$ cat src/rtl/oag_pkg.sv
// Constants and types for the operand address generator
package oag_pkg;

	// Addressing modes requested by the decoder
	typedef enum logic [3:0] {
		OAG_MODE_NONE,
		OAG_MODE_IMPLIED,
		OAG_MODE_REG,
		OAG_MODE_DIRECT,
		OAG_MODE_SHORT,
		OAG_MODE_SFR,
		OAG_MODE_INDIRECT,
		OAG_MODE_BASED,
		OAG_MODE_INDEXED,
		OAG_MODE_STACK
	} oag_mode_t;

	// Implied-operand operations
	typedef enum logic [2:0] {
		OAG_IMP_NONE,
		OAG_IMP_MUL,
		OAG_IMP_DIV,
		OAG_IMP_ADJ_ADD,
		OAG_IMP_ADJ_SUB,
		OAG_IMP_ROT_R,
		OAG_IMP_ROT_L
	} oag_imp_t;

	// Operand fetch sequencer states
	typedef enum logic [1:0] {
		OAG_ST_IDLE,
		OAG_ST_LOW,
		OAG_ST_HIGH,
		OAG_ST_DONE
	} oag_state_t;

	localparam int OAG_NUM_BANKS = 4;
	localparam int OAG_NUM_REGS = 8;
	// Byte register codes in a bank
	localparam logic [2:0] OAG_REG_X = 3'h0;
	localparam logic [2:0] OAG_REG_A = 3'h1;
	localparam logic [2:0] OAG_REG_C = 3'h2;
	localparam logic [2:0] OAG_REG_B = 3'h3;
	// Pair codes
	localparam logic [1:0] OAG_PAIR_ACC = 2'h0;
	localparam logic [1:0] OAG_PAIR_THIRD = 2'h2;
	localparam logic [1:0] OAG_PAIR_BASE = 2'h3;
	// Opcode loading accumulator through the third pair
	localparam logic [7:0] OAG_OP_LOAD_THIRD = 8'h85;
	// Opcode field position of register code
	localparam int OAG_RFIELD_LSB = 0;
	// Short direct window and special register page
	localparam logic [7:0] OAG_SHORT_SFR_TOP = 8'h1F;
	localparam logic [6:0] OAG_SHORT_HI = 7'h7F;
	localparam logic [7:0] OAG_SFR_PAGE = 8'hFF;
	localparam logic [7:0] OAG_SFR_GAP_LO = 8'hD0;
	localparam logic [7:0] OAG_SFR_GAP_HI = 8'hDF;
	// Internal fast RAM bounds (covers lower short window, FE20-FEFF)
	localparam logic [15:0] OAG_RAM_LO = 16'hFB00;
	localparam logic [15:0] OAG_RAM_HI = 16'hFEFF;
	// Reset values
	localparam logic [15:0] OAG_SP_RESET = 16'hFEFF;
	localparam logic [15:0] OAG_ADDR_RESET = 16'h0000;

endpackage : oag_pkg

$ cat src/rtl/oag_regfile_if.sv
// Register file read and write carrier between generator and register bank
`timescale 1ns/100ps
interface oag_regfile_if;
	import oag_pkg::*;
	logic [1:0] bank;
	logic [2:0] byte_sel;
	logic [1:0] pair_sel;
	logic [1:0] base_sel;
	logic [7:0] byte_data;
	logic [15:0] pair_data;
	logic [15:0] base_data;
	logic [7:0] idx_b;
	logic [7:0] idx_c;
	logic [7:0] acc_byte;
	logic [15:0] acc_pair;
	logic wr_en;
	logic [2:0] wr_sel;
	logic [7:0] wr_data;
	logic wr_pair_en;
	logic [1:0] wr_pair_sel;
	logic [15:0] wr_pair_data;
	modport gen (
		output bank, byte_sel, pair_sel, base_sel, wr_en, wr_sel, wr_data,
		output wr_pair_en, wr_pair_sel, wr_pair_data,
		input byte_data, pair_data, base_data, idx_b, idx_c,
		input acc_byte, acc_pair
	);
	modport bank_file (
		input bank, byte_sel, pair_sel, base_sel, wr_en, wr_sel, wr_data,
		input wr_pair_en, wr_pair_sel, wr_pair_data,
		output byte_data, pair_data, base_data, idx_b, idx_c,
		output acc_byte, acc_pair
	);
endinterface : oag_regfile_if

$ cat src/rtl/oag_regfile.sv
// Banked general register file: four banks of eight bytes
`timescale 1ns/100ps
module oag_regfile
	import oag_pkg::*;
(
	input wire logic sys_clk,
	input wire logic rst,
	input wire logic clk_en,
	oag_regfile_if.bank_file rf
);

	logic [7:0] mem_q [OAG_NUM_BANKS][OAG_NUM_REGS];
	logic [7:0] mem_d [OAG_NUM_BANKS][OAG_NUM_REGS];

	always_comb begin
		mem_d = mem_q;
		if (rf.wr_en) begin
			mem_d[rf.bank][rf.wr_sel] = rf.wr_data;
		end
		if (rf.wr_pair_en) begin
			mem_d[rf.bank][{rf.wr_pair_sel, 1'b0}] = rf.wr_pair_data[7:0];
			mem_d[rf.bank][{rf.wr_pair_sel, 1'b1}] = rf.wr_pair_data[15:8];
		end
	end

	always_ff @(posedge sys_clk) begin
		if (rst) begin
			for (int b = 0; b < OAG_NUM_BANKS; b++) begin
				for (int r = 0; r < OAG_NUM_REGS; r++) begin
					mem_q[b][r] <= 8'h00;
				end
			end
		end else if (clk_en) begin
			mem_q <= mem_d;
		end
	end

	assign rf.byte_data = mem_q[rf.bank][rf.byte_sel]; // RULE4
	// Pair n is bytes 2n (low) and 2n+1 (high)
	// Spelled out, not a function, so reads follow every register write
	assign rf.pair_data = {mem_q[rf.bank][{rf.pair_sel, 1'b1}],
		mem_q[rf.bank][{rf.pair_sel, 1'b0}]}; // RULE5
	assign rf.base_data = {mem_q[rf.bank][{rf.base_sel, 1'b1}],
		mem_q[rf.bank][{rf.base_sel, 1'b0}]};
	assign rf.idx_b = mem_q[rf.bank][OAG_REG_B];
	assign rf.idx_c = mem_q[rf.bank][OAG_REG_C];
	assign rf.acc_byte = mem_q[rf.bank][OAG_REG_A];
	assign rf.acc_pair = {mem_q[rf.bank][{OAG_PAIR_ACC, 1'b1}],
		mem_q[rf.bank][{OAG_PAIR_ACC, 1'b0}]};

endmodule : oag_regfile

$ cat src/rtl/oag_top.sv
// Operand address generator with banked register file
//
// Behaviour
// RULE1 - Multiply reads accumulator byte, writes 16-bit product to accumulator pair
// RULE2 - Word divide uses accumulator pair for dividend and quotient
// RULE3 - Decimal adjust and nibble rotates operate on accumulator byte
// RULE4 - Byte register chosen by 3-bit opcode field within active bank
// RULE5 - Eight byte registers per bank, four 16-bit pairs
// RULE6 - Two bank select flags choose the active bank
// RULE7 - Direct address: 16-bit immediate, low byte fetched first
// RULE8 - Short direct reaches a 256-byte window with one byte
// RULE9 - Short window: FE20-FEFF fast RAM, FF00-FF1F special registers
// RULE10 - Address bit 8 is zero for 20-FF, one for 00-1F
// RULE11 - Short address bits 15..9 ones, bits 7..0 the immediate
// RULE12 - Short-direct word operands must be at even addresses
// RULE13 - Special register address is FF page plus immediate, gap excluded
// RULE14 - Word special register access only at even addresses
// RULE15 - Register indirect uses selected pair as full address
// RULE16 - Opcode 85 loads accumulator through the third pair
// RULE17 - Based: base pair plus zero-extended offset, carry dropped
// RULE18 - Based indexed: base pair plus B or C, carry dropped
// RULE19 - Stack operations address through the stack pointer
// RULE20 - Stack accesses reach only internal fast RAM
`timescale 1ns/100ps
module oag_top
	import oag_pkg::*;
(
	sys_clk,
	rst,
	clk_en,
	start,
	mode,
	imp_op,
	opcode,
	word_op,
	imm_byte,
	idx_sel_c,
	bank_select_low,
	bank_select_high,
	sp_value,
	result_wr,
	result_word,
	done,
	eff_addr,
	addr_is_sfr,
	addr_is_ram,
	addr_fault,
	acc_write,
	acc_pair_write,
	reg_operand,
	pair_operand
);
	input wire logic sys_clk;
	input wire logic rst;
	input wire logic clk_en;
	input wire logic start;
	input wire oag_mode_t mode;
	input wire oag_imp_t imp_op;
	input wire logic [7:0] opcode;
	input wire logic word_op;
	input wire logic [7:0] imm_byte;
	input wire logic idx_sel_c;
	input wire logic bank_select_low;
	input wire logic bank_select_high;
	input wire logic [15:0] sp_value;
	input wire logic result_wr;
	input wire logic [15:0] result_word;
	output logic done;
	output logic [15:0] eff_addr;
	output logic addr_is_sfr;
	output logic addr_is_ram;
	output logic addr_fault;
	output logic [7:0] acc_write;
	output logic [15:0] acc_pair_write;
	output logic [7:0] reg_operand;
	output logic [15:0] pair_operand;

	//////////////////////////////////////////////////////////////////////
	oag_regfile_if rf ();

	oag_regfile u_regfile (
		.sys_clk(sys_clk),
		.rst(rst),
		.clk_en(clk_en),
		.rf(rf.bank_file)
	);

	//////////////////////////////////////////////////////////////////////
	oag_state_t state_q, state_d;
	oag_mode_t mode_q, mode_d;
	oag_imp_t imp_q, imp_d;
	logic [7:0] op_q, op_d;
	logic word_q, word_d;
	logic idx_c_q, idx_c_d;
	logic [7:0] lo_q, lo_d;
	logic [15:0] addr_d;
	logic sfr_d, ram_d, fault_d, done_d;
	logic [7:0] acc_d, reg_d;
	logic [15:0] accp_d, pair_d;
	logic [15:0] addr_q;
	logic sfr_q, ram_q, fault_q, done_q;
	logic [7:0] acc_q, reg_q;
	logic [15:0] accp_q, pair_q;
	logic [15:0] offset;
	logic imp_byte_src, imp_pair_src, imp_pair_dst;

	// Bank comes straight from the status flags every cycle
	assign rf.bank = {bank_select_high, bank_select_low}; // RULE6
	assign rf.byte_sel = op_q[OAG_RFIELD_LSB +: 3]; // RULE4
	// Fixed third pair for the dedicated load opcode
	assign rf.pair_sel = (op_q == OAG_OP_LOAD_THIRD) ?
		OAG_PAIR_THIRD : op_q[2:1]; // RULE16
	assign rf.base_sel = OAG_PAIR_BASE;
	// Multiply and divide results land in the accumulator pair; byte writes are tied off
	assign rf.wr_en = 1'b0;
	assign rf.wr_sel = OAG_REG_A;
	assign rf.wr_data = 8'h00;
	assign rf.wr_pair_en = result_wr && clk_en &&
		(mode_q == OAG_MODE_IMPLIED) && imp_pair_dst; // RULE1 RULE2
	assign rf.wr_pair_sel = OAG_PAIR_ACC;
	assign rf.wr_pair_data = result_word;

	// Offset is zero-extended; sum truncated to 16 bits
	assign offset = (mode_q == OAG_MODE_INDEXED) ?
		{8'h00, (idx_c_q ? rf.idx_c : rf.idx_b)} : // RULE18
		{8'h00, lo_q}; // RULE17

	function automatic logic in_ram(input logic [15:0] a);
		in_ram = (a >= OAG_RAM_LO) && (a <= OAG_RAM_HI);
	endfunction : in_ram

	//////////////////////////////////////////////////////////////////////
	// Implied operations name the accumulator without an operand field
	always_comb begin
		imp_byte_src = 1'b0;
		imp_pair_src = 1'b0;
		imp_pair_dst = 1'b0;
		case (imp_q)
		OAG_IMP_MUL: begin
			imp_byte_src = 1'b1; // RULE1
			imp_pair_dst = 1'b1; // RULE1
		end
		OAG_IMP_DIV: begin
			imp_pair_src = 1'b1; // RULE2
			imp_pair_dst = 1'b1; // RULE2
		end
		OAG_IMP_ADJ_ADD, OAG_IMP_ADJ_SUB: begin
			imp_byte_src = 1'b1; // RULE3
		end
		OAG_IMP_ROT_R, OAG_IMP_ROT_L: begin
			imp_byte_src = 1'b1; // RULE3
		end
		default: begin
			imp_byte_src = 1'b0;
		end
		endcase
	end

	//////////////////////////////////////////////////////////////////////
	always_comb begin
		state_d = state_q;
		mode_d = mode_q;
		imp_d = imp_q;
		op_d = op_q;
		word_d = word_q;
		idx_c_d = idx_c_q;
		lo_d = lo_q;
		addr_d = addr_q;
		sfr_d = sfr_q;
		ram_d = ram_q;
		fault_d = fault_q;
		done_d = 1'b0;
		acc_d = acc_q;
		accp_d = accp_q;
		reg_d = reg_q;
		pair_d = pair_q;
		case (state_q)
		OAG_ST_IDLE: begin
			if (start) begin
				mode_d = mode;
				imp_d = imp_op;
				op_d = opcode;
				word_d = word_op;
				idx_c_d = idx_sel_c;
				lo_d = imm_byte;
				state_d = (mode == OAG_MODE_DIRECT) ? OAG_ST_LOW : OAG_ST_DONE;
			end
		end
		OAG_ST_LOW: begin
			// Low byte first, high byte read in the done step two steps later
			lo_d = imm_byte; // RULE7
			state_d = OAG_ST_HIGH;
		end
		OAG_ST_HIGH: begin
			state_d = OAG_ST_DONE;
		end
		OAG_ST_DONE: begin
			fault_d = 1'b0;
			sfr_d = 1'b0;
			addr_d = OAG_ADDR_RESET;
			acc_d = rf.acc_byte;
			accp_d = rf.acc_pair;
			reg_d = rf.byte_data;
			pair_d = rf.pair_data;
			case (mode_q)
			OAG_MODE_IMPLIED: begin
				// Accumulator byte and pair are always the operands
				if (imp_byte_src) begin
					acc_d = rf.acc_byte; // RULE1 RULE3
				end
				if (imp_pair_src) begin
					accp_d = rf.acc_pair; // RULE2
				end
			end
			OAG_MODE_REG: begin
				reg_d = rf.byte_data; // RULE4 RULE5
			end
			OAG_MODE_DIRECT: begin
				addr_d = {imm_byte, lo_q}; // RULE7
			end
			OAG_MODE_SHORT: begin
				addr_d = {OAG_SHORT_HI,
					(lo_q <= OAG_SHORT_SFR_TOP), lo_q}; // RULE8 RULE10 RULE11
				sfr_d = (lo_q <= OAG_SHORT_SFR_TOP); // RULE9
				fault_d = word_q && lo_q[0]; // RULE12
			end
			OAG_MODE_SFR: begin
				addr_d = {OAG_SFR_PAGE, lo_q}; // RULE13
				sfr_d = 1'b1;
				fault_d = ((lo_q >= OAG_SFR_GAP_LO) &&
					(lo_q <= OAG_SFR_GAP_HI)) ||
					(word_q && lo_q[0]); // RULE13 RULE14
			end
			OAG_MODE_INDIRECT: begin
				addr_d = rf.pair_data; // RULE15 RULE16
			end
			OAG_MODE_BASED, OAG_MODE_INDEXED: begin
				addr_d = rf.base_data + offset; // RULE17 RULE18
			end
			OAG_MODE_STACK: begin
				addr_d = sp_value; // RULE19
				fault_d = !in_ram(sp_value); // RULE20
			end
			default: begin
				addr_d = OAG_ADDR_RESET;
			end
			endcase
			ram_d = in_ram(addr_d);
			done_d = 1'b1;
			state_d = OAG_ST_IDLE;
		end
		default: begin
			state_d = OAG_ST_IDLE;
		end
		endcase
	end

	always_ff @(posedge sys_clk) begin
		if (rst) begin
			state_q <= OAG_ST_IDLE;
			mode_q <= OAG_MODE_NONE;
			imp_q <= OAG_IMP_NONE;
			op_q <= 8'h00;
			word_q <= 1'b0;
			idx_c_q <= 1'b0;
			lo_q <= 8'h00;
			addr_q <= OAG_ADDR_RESET;
			sfr_q <= 1'b0;
			ram_q <= 1'b0;
			fault_q <= 1'b0;
			done_q <= 1'b0;
			acc_q <= 8'h00;
			accp_q <= 16'h0000;
			reg_q <= 8'h00;
			pair_q <= 16'h0000;
		end else if (clk_en) begin
			state_q <= state_d;
			mode_q <= mode_d;
			imp_q <= imp_d;
			op_q <= op_d;
			word_q <= word_d;
			idx_c_q <= idx_c_d;
			lo_q <= lo_d;
			addr_q <= addr_d;
			sfr_q <= sfr_d;
			ram_q <= ram_d;
			fault_q <= fault_d;
			done_q <= done_d;
			acc_q <= acc_d;
			accp_q <= accp_d;
			reg_q <= reg_d;
			pair_q <= pair_d;
		end
	end

	assign done = done_q;
	assign eff_addr = addr_q;
	assign addr_is_sfr = sfr_q;
	assign addr_is_ram = ram_q;
	assign addr_fault = fault_q;
	assign acc_write = acc_q;
	assign acc_pair_write = accp_q;
	assign reg_operand = reg_q;
	assign pair_operand = pair_q;

endmodule : oag_top
$ cat config.mk
export PLATFORM = sky130hd
export DESIGN_NAME = oag_top
export DESIGN_NICKNAME = d
export VERILOG_FILES = /design/src/rtl/oag_pkg.sv /design/src/rtl/oag_regfile_if.sv /design/src/rtl/oag_regfile.sv /design/src/rtl/oag_top.sv
export SDC_FILE = /design/constraint.sdc
export NUM_CORES = 1
export LEC_CHECK = 0
export BUFFER_PORTS_ARGS = -buffer_cell sky130_fd_sc_hd__buf_2
export CORE_ASPECT_RATIO = 2
export CORE_MARGIN = 3
export CORE_UTILIZATION = 50
export DETAILED_ROUTE_END_ITERATION = 12
export PLACE_DENSITY_LB_ADDON = 0.15
export SETUP_SLACK_MARGIN = 0.05
export SLEW_MARGIN = 20
export SYNTH_ARGS = -nofsm -noshare
export SYNTH_HDL_FRONTEND = slang
export SYNTH_SLANG_ARGS = --single-unit
$ cat constraint.sdc
create_clock -name sys_clk -period 2.77 [get_ports sys_clk]
set_input_delay 0.4155 -clock sys_clk [delete_from_list [all_inputs] [get_ports sys_clk]]
set_output_delay 0.4155 -clock sys_clk [all_outputs]
set_load 0.05 [all_outputs]
==> impl_metrics.yaml, run 1 <==
status:
  status: "complete, no violations"
floorplan:
  core_um2: 11910
  core.rowCount: 56
  dieHeight_um: 163.3
  boundaryPins: 132
  start_util_pct: 51.95
  die_width_um: 84.67
  dieArea_um2: 13830
detailed_routing:
  first_pass_iters: 6
  drc: 0
  drtAntennaViolNets: 0
  totalWireLength_um: 17360
  avgViaCountPerCell: 5.677
  wire_per_inst_um: 17.83
  vias: 5529
  drt-initial-drc-count: 378
sta:
  clock_skew_ps: 9.724
  finalHoldViolations: 0
  tns_ps: 0
  fin_crit_sh_pct: 84.59
  rsz0062_at_grt: "false"
  slew_headroom_pct: 48.57
  setup_viol_count_final: 0
  report.final.slew_viol_count: 0
  fin_crit_ps: 2343
  max_freq_mhz: 426.8
  fin_hold_ws_ps: 247.4
  worst_pin_slew_ps: 768.7
clock_network:
  clockBufferDepth: 2
  cts.reportedPaths.clkPinSlew_ps: 60
  cts-root-buf: "clkbuf_16"
  numCtsBuffers: 17
  cts_hold_buf: 0
  cts.sinks: 145
  cts.repair.resized: 0
  clk_latency_ps: 420
  cts_tree: "yes"
  cts_max_level: 4
  post_cts_buffers: 0
critical_path:
  critical_path_depth: 7
  cp.buffers_inverters: 1
  crit_required_ps: 3100
  arrival_ps: 2680
  cp_slowest_cell: "nor2b_1"
  critPathCaptureType: "flop"
  cp_top_family: "simple AND/OR/NAND/NOR gates"
  worstSetupStartpointType: "flop"
  crit_path_cell_trace: "nor2b_1, and4b_1, buf_4, a221oi_1, nor2_1, o2111ai_1, o31ai_2"
  slowest_delay_ps: 560
  cp_max_fo: 17
  r2r_cells: 7
  r2r_end: "addr_is_ram"
  reg2reg_slack_ps: 430
  crit_type: "flop to flop"
  r2r-start: "mode_q[1]"
yosys:
  synth.net_count: 790
  syn_avg_cell_area_um2: 8.571
  ys_seq_area_share_pct: 46.91
  ys_ff_latch: 145
  async_flop_share_pct: 0
  syn_area_um2: 6188
  synth_area_leaders: "dfxtp_1 47%, nand2_1 12%, a21oi_1 9.3%"
  ys_warn_count: 0
  ys.flop_type: "dfxtp_1"
  synth_cells: 722
  synth_edf_count: 0
  synth_top_area_share_pct: 46.91
  synth_top_area_cell: "dfxtp_1"
  yosysUniqueCellTypes: 46
cells_and_area:
  antennaDiodeCount: 0
  drive_above_1_share_pct: 25.81
  nets: 884
  syn_to_final_growth_pct: 18.40
  utilization_pct: 61.51
  fill_cells: 1094
min_path:
  min_to: "imp_q[0]"
  min_from: "imp_op[0]"
  hold_depth: 3
  hp-class: "input pin to flop"
power:
  p_leak_uw: 0.002868
  power_density_nw_per_um2: 624.7
  ir_drop_v: 0.0004531
global_route:
  overflow: 0
  first_global_vias: 5459
  grt_max_degree: 87
  grt_usage_pct: 25.48
  antenna_found_initial: 0
  grt_pass1_wl_um: 27520
job:
  cap_violations: 0
place:
  dp_hpwl_um: 12490
  portBuffers: 125
  gp_congestion: 0.8918
[flip-flops by register name, indices dropped and copies added, names as in the netlist]
| signal | count |
|---|---|
| imp_q | 3 |
| eff_addr | 16 |
| state_q | 2 |
| lo_q | 8 |
| acc_pair_write | 8 |
| addr_fault | 1 |
| mode_q | 4 |
| pair_operand | 16 |
| done | 1 |
| reg_operand | 8 |
| addr_is_ram | 1 |
| op_q | 3 |
| u_regfile.mem_q | 64 |
| addr_is_sfr | 1 |
| acc_write | 8 |
| word_q | 1 |
[layer usage]
| layer | vias to the layer above | GRT usage, % | share of wire, % |
|---|---|---|---|
| met3 | 41 | 4.392 | 5.9 |
| met2 | 226 | 47.72 | 55 |
| met4 | 0 | 12.54 | 3.9 |
| met1 | 2617 | 26.81 | 36 |
| met5 | - | 0 | 0 |
| li1 | 2645 | - | - |
[placed cells by master (no fill, tap or decap), drive strengths merged, types with 8 or more instances in the layout]
cell type and instances:
a21oi 128, a222oi 9, a22o 8, a22oi 10
buf 135, clkbuf 21, dfxtp 145, inv 11
mux2 9, mux2i 9, mux4 16, nand2 203
nor2 59
[synth_stat cells (3+ instances only)]
master / n
nand2_1: 203
dfxtp_1: 145
a21oi_1: 115
nor2_1: 57
clkbuf_1: 36
mux4_2: 16
a21oi_2: 13
buf_4: 11
a22oi_1: 10
a222oi_1: 9
inv_1: 9
mux2_2: 9
mux2i_1: 9
a22o_1: 8
buf_2: 7
nand3_1: 5
buf_6: 4
ha_1: 4
nand2b_1: 4
nor3_1: 4
o21ai_0: 4
a221oi_1: 3
nor2b_1: 3
xnor2_1: 3
[worst max-delay path by stage]
| stage | start | end | slack [ps] |
|---|---|---|---|
| after floorplan | bank_select_high | eff_addr[2] | 740 |
| after global placement | bank_select_high | eff_addr[3] | 390 |
| after detailed placement | bank_select_high | eff_addr[3] | 360 |
| after CTS | mode_q[1] | addr_is_ram | 470 |
| after global routing | mode_q[1] | addr_is_ram | 290 |
| final | mode_q[1] | addr_is_ram | 430 |
[stage by stage]
| stage | cell area, µm² | total power [µW] | instances | setup slack [ps] |
|---|---|---|---|---|
| floorplan | 6188 | 2349 | 722 | 743.2 |
| global placement | 6760 | 2444 | 942 | 391.7 |
| detailed placement | 6760 | 2453 | 942 | 364.7 |
| CTS | 7327 | 4604 | 974 | 469.8 |
| global route | 7327 | 4710 | 974 | 293.2 |
| finish | 7327 | 4577 | 974 | 426.8 |
[cells by family (layout without fill, tap and decap cells)]
group / after synthesis / count (layout) / share of synthesized area [%]
flops: 145 / 145 / 46.91
compound gates: 174 / 174 / 17.35
simple gates: 293 / 293 / 19.75
mux: 34 / 34 / 8.916
xor+xnor: 3 / 3 / 0.4247
fa+ha+maj: 4 / 4 / 0.8088
buf+inv: 69 / 176 / 5.843
[power by group]
group	switching, µW	internal (µW)	leakage, µW
Sequential	24.9	2110	0.00117
Clock	880	1290	0.000270
Combinational	173	103	0.00143
Total	1080	3500	0.00287
[area by class of cell]
type	count	area, µm²	share of cell area (%)
Multi-Input combinational cell	508	2927	39.94
Clock buffer	21	460.4	6.284
Inverter	9	33.78	0.4611
Timing Repair Buffer	135	715.7	9.768
Sequential cell	145	2903	39.62
Tap cell	145	181.4	2.476
Clock inverter	11	106.4	1.452
[worst reg2reg max path, stage by stage (launching register included)]
cell and delay (ps):
dfxtp_1 480, nor2b_1 560, and4b_1 280, buf_4 220, a221oi_1 110, nor2_1 250, o2111ai_1 180, o31ai_2 190
Note: power is estimated with default switching activity, not from simulation.
==> run 2, diff against run 1 <==
clock period = 2.35 ns   (was 2.77 ns; I/O delays follow)
==> run 2 against run 1 <==
Global-route usage is 0.060 points higher. Utilization up 1.0 points. Flip-flop and latch count is the same. Largest cell class unchanged.
==> impl_metrics.yaml, run 2 (synthesized netlist as in run 1, its figures left out) <==
sta:
  worst_pin_slew_ps: 579.4
  finalHoldViolations: 0
  fin_crit_sh_pct: 86.67
  report.final.slew_viol_count: 0
  fin_crit_ps: 2037
  max_freq_mhz: 491.0
  setup_viol_count_final: 0
  tns_ps: 0
  rsz0062_at_grt: "false"
  clock_skew_ps: 11.80
  slew_headroom_pct: 61.23
cells_and_area:
  layout_commonest_cell: "nand2_1"
  layout_common_cells: "202 x nand2_1, 145 x dfxtp_1, 124 x buf_2"
  antennaDiodeCount: 0
  drive_above_1_share_pct: 26.88
  syn_to_final_growth_pct: 20.38
  largest_reg_flops: 64
  nets: 892
  fin_area_um2: 7450
  regMostFlops: "u_regfile.mem_q"
critical_path:
  crit_type: "flop to flop"
  crit_path_cell_trace: "or3b_4, nor4_4, nand2_1, nor2_4, nand2_1, a21oi_1"
  slowest_delay_ps: 430
  worstSetupStartpointType: "flop"
  critPathCaptureType: "flop"
  cp_max_fo: 16
  cp_slowest_cell: "or3b_4"
  crit_required_ps: 2690
  arrival_ps: 2380
  cp_top_family: "simple AND/OR/NAND/NOR gates"
  cpMostUsedCell: "nand2_1"
  cp.buffers_inverters: 0
global_route:
  grt_usage_pct: 25.54
  antenna_found_initial: 0
  overflow: 0
  first_global_vias: 5611
  grt_pass1_wl_um: 27660
  grt_max_degree: 67
clock_network:
  cts-root-buf: "clkbuf_16"
  clk_latency_ps: 420
  post_cts_buffers: 0
  numCtsBuffers: 17
  cts_max_level: 4
  cts.reportedPaths.clkPinSlew_ps: 60
  cts_hold_buf: 0
  cts.sinks: 145
  cts_tree: "yes"
  clockBufferDepth: 2
place:
  gp_congestion: 0.9286
  portBuffers: 125
  placed_area_um2: 6845
  dp_hpwl_um: 12780
detailed_routing:
  drtAntennaViolNets: 0
  top_layer_used: "met4"
  wire_per_inst_um: 17.92
  route.met2.wl_um: 9561
  avgViaCountPerCell: 5.682
  wl_met3_um: 1128
  vias: 5580
  drc: 0
  wl_met1_um: 6164
  totalWireLength_um: 17590
  drt-initial-drc-count: 352
  first_pass_iters: 6
floorplan:
  dieArea_um2: 13830
  start_util_pct: 51.95
  boundaryPins: 132
  core_um2: 11910
  die_width_um: 84.67
  core.rowCount: 56
  dieHeight_um: 163.3
min_path:
  hp-class: "input pin to flop"
power:
  p_leak_uw: 0.002945
  ir_drop_v: 0.0006068
  power_density_nw_per_um2: 748.6
  power_uw: 5577
status:
  status: "complete, no violations"
job:
  cap_violations: 0
run 2: what timing repair did:
action | in CTS | in global routing
endpoints found under the setup margin | 0 | 1
gates resized for setup | 0 | 1
endpoints found under the hold margin | 0 | 0
run 2: through the flow:
stage	util [%]	hold WS [ps]	std cells	setup WS, ps
4_1_cts	62.52	183.9	982	220.6
3_3_place_gp	57.47	434.4	950	241.4
2_1_floorplan	-	428.6	722	386.2
3_5_place_dp	57.47	444.2	950	244.8
6_report	62.54	183.2	982	313.3
5_1_grt	62.54	186.9	982	125.2
run 2: area by class of cell:
cell class / instances / area (µm²)
fill: 1065 / 4462
multi-input combinational: 508 / 2929
sequential: 145 / 2903
timing repair buffer: 143 / 800.8
clock buffer: 19 / 452.9
tap: 145 / 181.4
clock inverter: 13 / 148.9
inverter: 9 / 33.78
run 2: path summary, 6_finish.rpt:
path	start	to	slack, ps	cells past startpoint
setup / recovery	mode_q[1]	u_regfile.mem_q[58]	310	6
hold / removal	imp_op[0]	imp_q[0]	180	3
setup reg to reg	mode_q[1]	u_regfile.mem_q[58]	310	6
hold reg to reg	pair_operand[4]	pair_operand[4]	450	2
run 2: worst min-delay path, cell delays in order:
cell and delay (ps):
buf_2 90, nand2_1 50, a21oi_1 50
run 2: layer usage:
layer	vias up	global-route usage [%]
met5	-	0
li1	2667	-
met1	2625	26.38
met2	234	47.54
met3	54	4.846
met4	0	13.62
run 2: report_power, final:
group          internal [µW]  total (µW)  switching [µW]
logic                    129         336             208
registers               2480        2510            29.9
clock network           1640        2730            1090
==> run 3, diff against run 2 <==
ABC_CLOCK_PERIOD_IN_PS = 2350   (was default)
SETUP_SLACK_MARGIN = 0.5   (was 0.05)
==> run 3 against run 2 <==
Power rose by 1.1%. Worst hold slack worse by 10 ps. Register-to-register slack better by 120 ps. Critical path type unchanged. Final area rose by 6.1%. Largest power group unchanged. Routed wire length is 7.2% higher. Flip-flop and latch count did not move. Critical path depth increased by 2. Setup slack gained 120 ps. Final cell count up 1.8%.
==> impl_metrics.yaml, run 3 (synthesized netlist as in run 1, its figures left out) <==
critical_path:
  reg2reg_slack_ps: 440
  r2r_end: "u_regfile.mem_q[181]"
  crit_type: "flop to flop"
  arrival_ps: 2210
  cp_max_fo: 6
  startpoint: "mode_q[3]"
  crit_required_ps: 2650
  r2r-start: "mode_q[3]"
  setup.worst_path.end: "u_regfile.mem_q[181]"
  worstSetupStartpointType: "flop"
  critPathCaptureType: "flop"
  r2r_cells: 8
cells_and_area:
  nets: 909
  largest_reg_flops: 64
  syn_to_final_growth_pct: 27.68
  layout_common_cells: "179 x nand2_1, 142 x dfxtp_1, 123 x buf_2"
  regMostFlops: "u_regfile.mem_q"
  drive_above_1_share_pct: 33.37
  layout_commonest_cell: "nand2_1"
  utilization_pct: 66.33
detailed_routing:
  first_pass_iters: 5
  route.met2.wl_um: 10470
  wire_per_inst_um: 18.86
  top_layer_used: "met4"
  vias: 5795
  drtAntennaViolNets: 0
  drc: 0
  wl_met3_um: 1155
  totalWireLength_um: 18860
  avgViaCountPerCell: 5.795
  wl_met1_um: 6268
  drt-initial-drc-count: 357
clock_network:
  cts_max_level: 4
  cts-root-buf: "clkbuf_16"
  clk_latency_ps: 420
  cts_hold_buf: 0
  clockBufferDepth: 2
  numCtsBuffers: 17
  cts_tree: "yes"
  cts.reportedPaths.clkPinSlew_ps: 60
  cts.sinks: 145
power:
  p_leak_uw: 0.003086
  power_density_nw_per_um2: 713.8
  ir_drop_v: 0.0005635
sta:
  clock_skew_ps: 10.71
  setup_ws_ps: 435.3
  max_freq_mhz: 522.3
  fin_hold_ws_ps: 172.8
  finalHoldViolations: 0
  fin_crit_ps: 1915
  slew_headroom_pct: 61.51
  worst_pin_slew_ps: 575.2
  fin_crit_sh_pct: 81.48
  tns_ps: 0
  rsz0062_at_grt: "true"
  report.final.slew_viol_count: 0
  setup_viol_count_final: 0
place:
  dp_slack_ps: 157.8
  dp_hpwl_um: 12800
  portBuffers: 125
  gp_congestion: 0.9523
global_route:
  antenna_found_initial: 1
  grt_max_degree: 72
  grt_pass1_wl_um: 27900
  grt_usage_pct: 25.90
  first_global_vias: 5588
  overflow: 0
min_path:
  min_from: "imp_op[0]"
  hp-class: "input pin to flop"
job:
  cap_violations: 0
floorplan:
  core.rowCount: 56
  dieArea_um2: 13830
  start_util_pct: 51.95
  core_um2: 11910
  die_width_um: 84.67
  dieHeight_um: 163.3
  boundaryPins: 132
status:
  status: "complete, no violations"
==> run 3: layout make-up <==
| class | instances | area [µm²] |
|---|---|---|
| Sequential cell | 145 | 2912 |
| Tap cell | 145 | 181.4 |
| Antenna cell | 1 | 2.502 |
| Clock buffer | 18 | 439.2 |
| Clock inverter | 14 | 167.7 |
| Inverter | 9 | 33.78 |
| Fill cell | 997 | 4010 |
| Multi-Input combinational cell | 510 | 3171 |
| Timing Repair Buffer | 158 | 994.7 |
==> run 3: worst min-delay path by stage <==
| stage | to | slack (ps) | cells after the start |
|---|---|---|---|
| final | imp_q[0] | 170 | 3 |
| after CTS | imp_q[0] | 170 | 3 |
| after floorplan | u_regfile.mem_q[127] | 430 | 2 |
| after global routing | imp_q[0] | 170 | 3 |
| after global placement | u_regfile.mem_q[121] | 430 | 2 |
| after detailed placement | u_regfile.mem_q[115] | 440 | 2 |
==> run 3: timing repair <==
| item | 4_1_cts | 5_1_grt |
|---|---|---|
| resized for setup | 9 | 65 |
| setup endpoints to repair | 65 | 75 |
| gates cloned | 1 | 2 |
| pin swaps | 3 | 19 |
| setup buffers | 8 | 5 |
==> run 3: report_power, final <==
| part | leakage, µW | internal [µW] | switching, µW | total, µW |
|---|---|---|---|---|
| sequential | 0.00117 | 2480 | 29.8 | 2510 |
| combinational | 0.00162 | 138 | 218 | 356 |
| clock | 0.000292 | 1630 | 1140 | 2770 |
==> run 3: critical path, cell delays in order (launching register included) <==
cell	delay [ps]
dfxtp_4	360
or3b_4	410
nor4_4	210
and2b_2	300
buf_6	140
nand2_8	70
clkbuf_16	190
nand2_2	80
a21oi_2	40
==> run 3: metal layers <==
metal / vias to the layer above / track usage [%]
li1: 2703 / -
met1: 2765 / 26.29
met2: 259 / 48.86
met3: 68 / 5.149
met4: 0 / 13.26
met5: - / 0
==> run 3: stage by stage <==
stage / instances / power (µW) / cell area [µm²]
5_1_grt: 1000 / 5792 / 7901
3_5_place_dp: 951 / 2897 / 6865
4_1_cts: 992 / 5643 / 7592
2_1_floorplan: 722 / 2770 / 6195
6_report: 1000 / 5640 / 7901
3_3_place_gp: 951 / 2889 / 6865
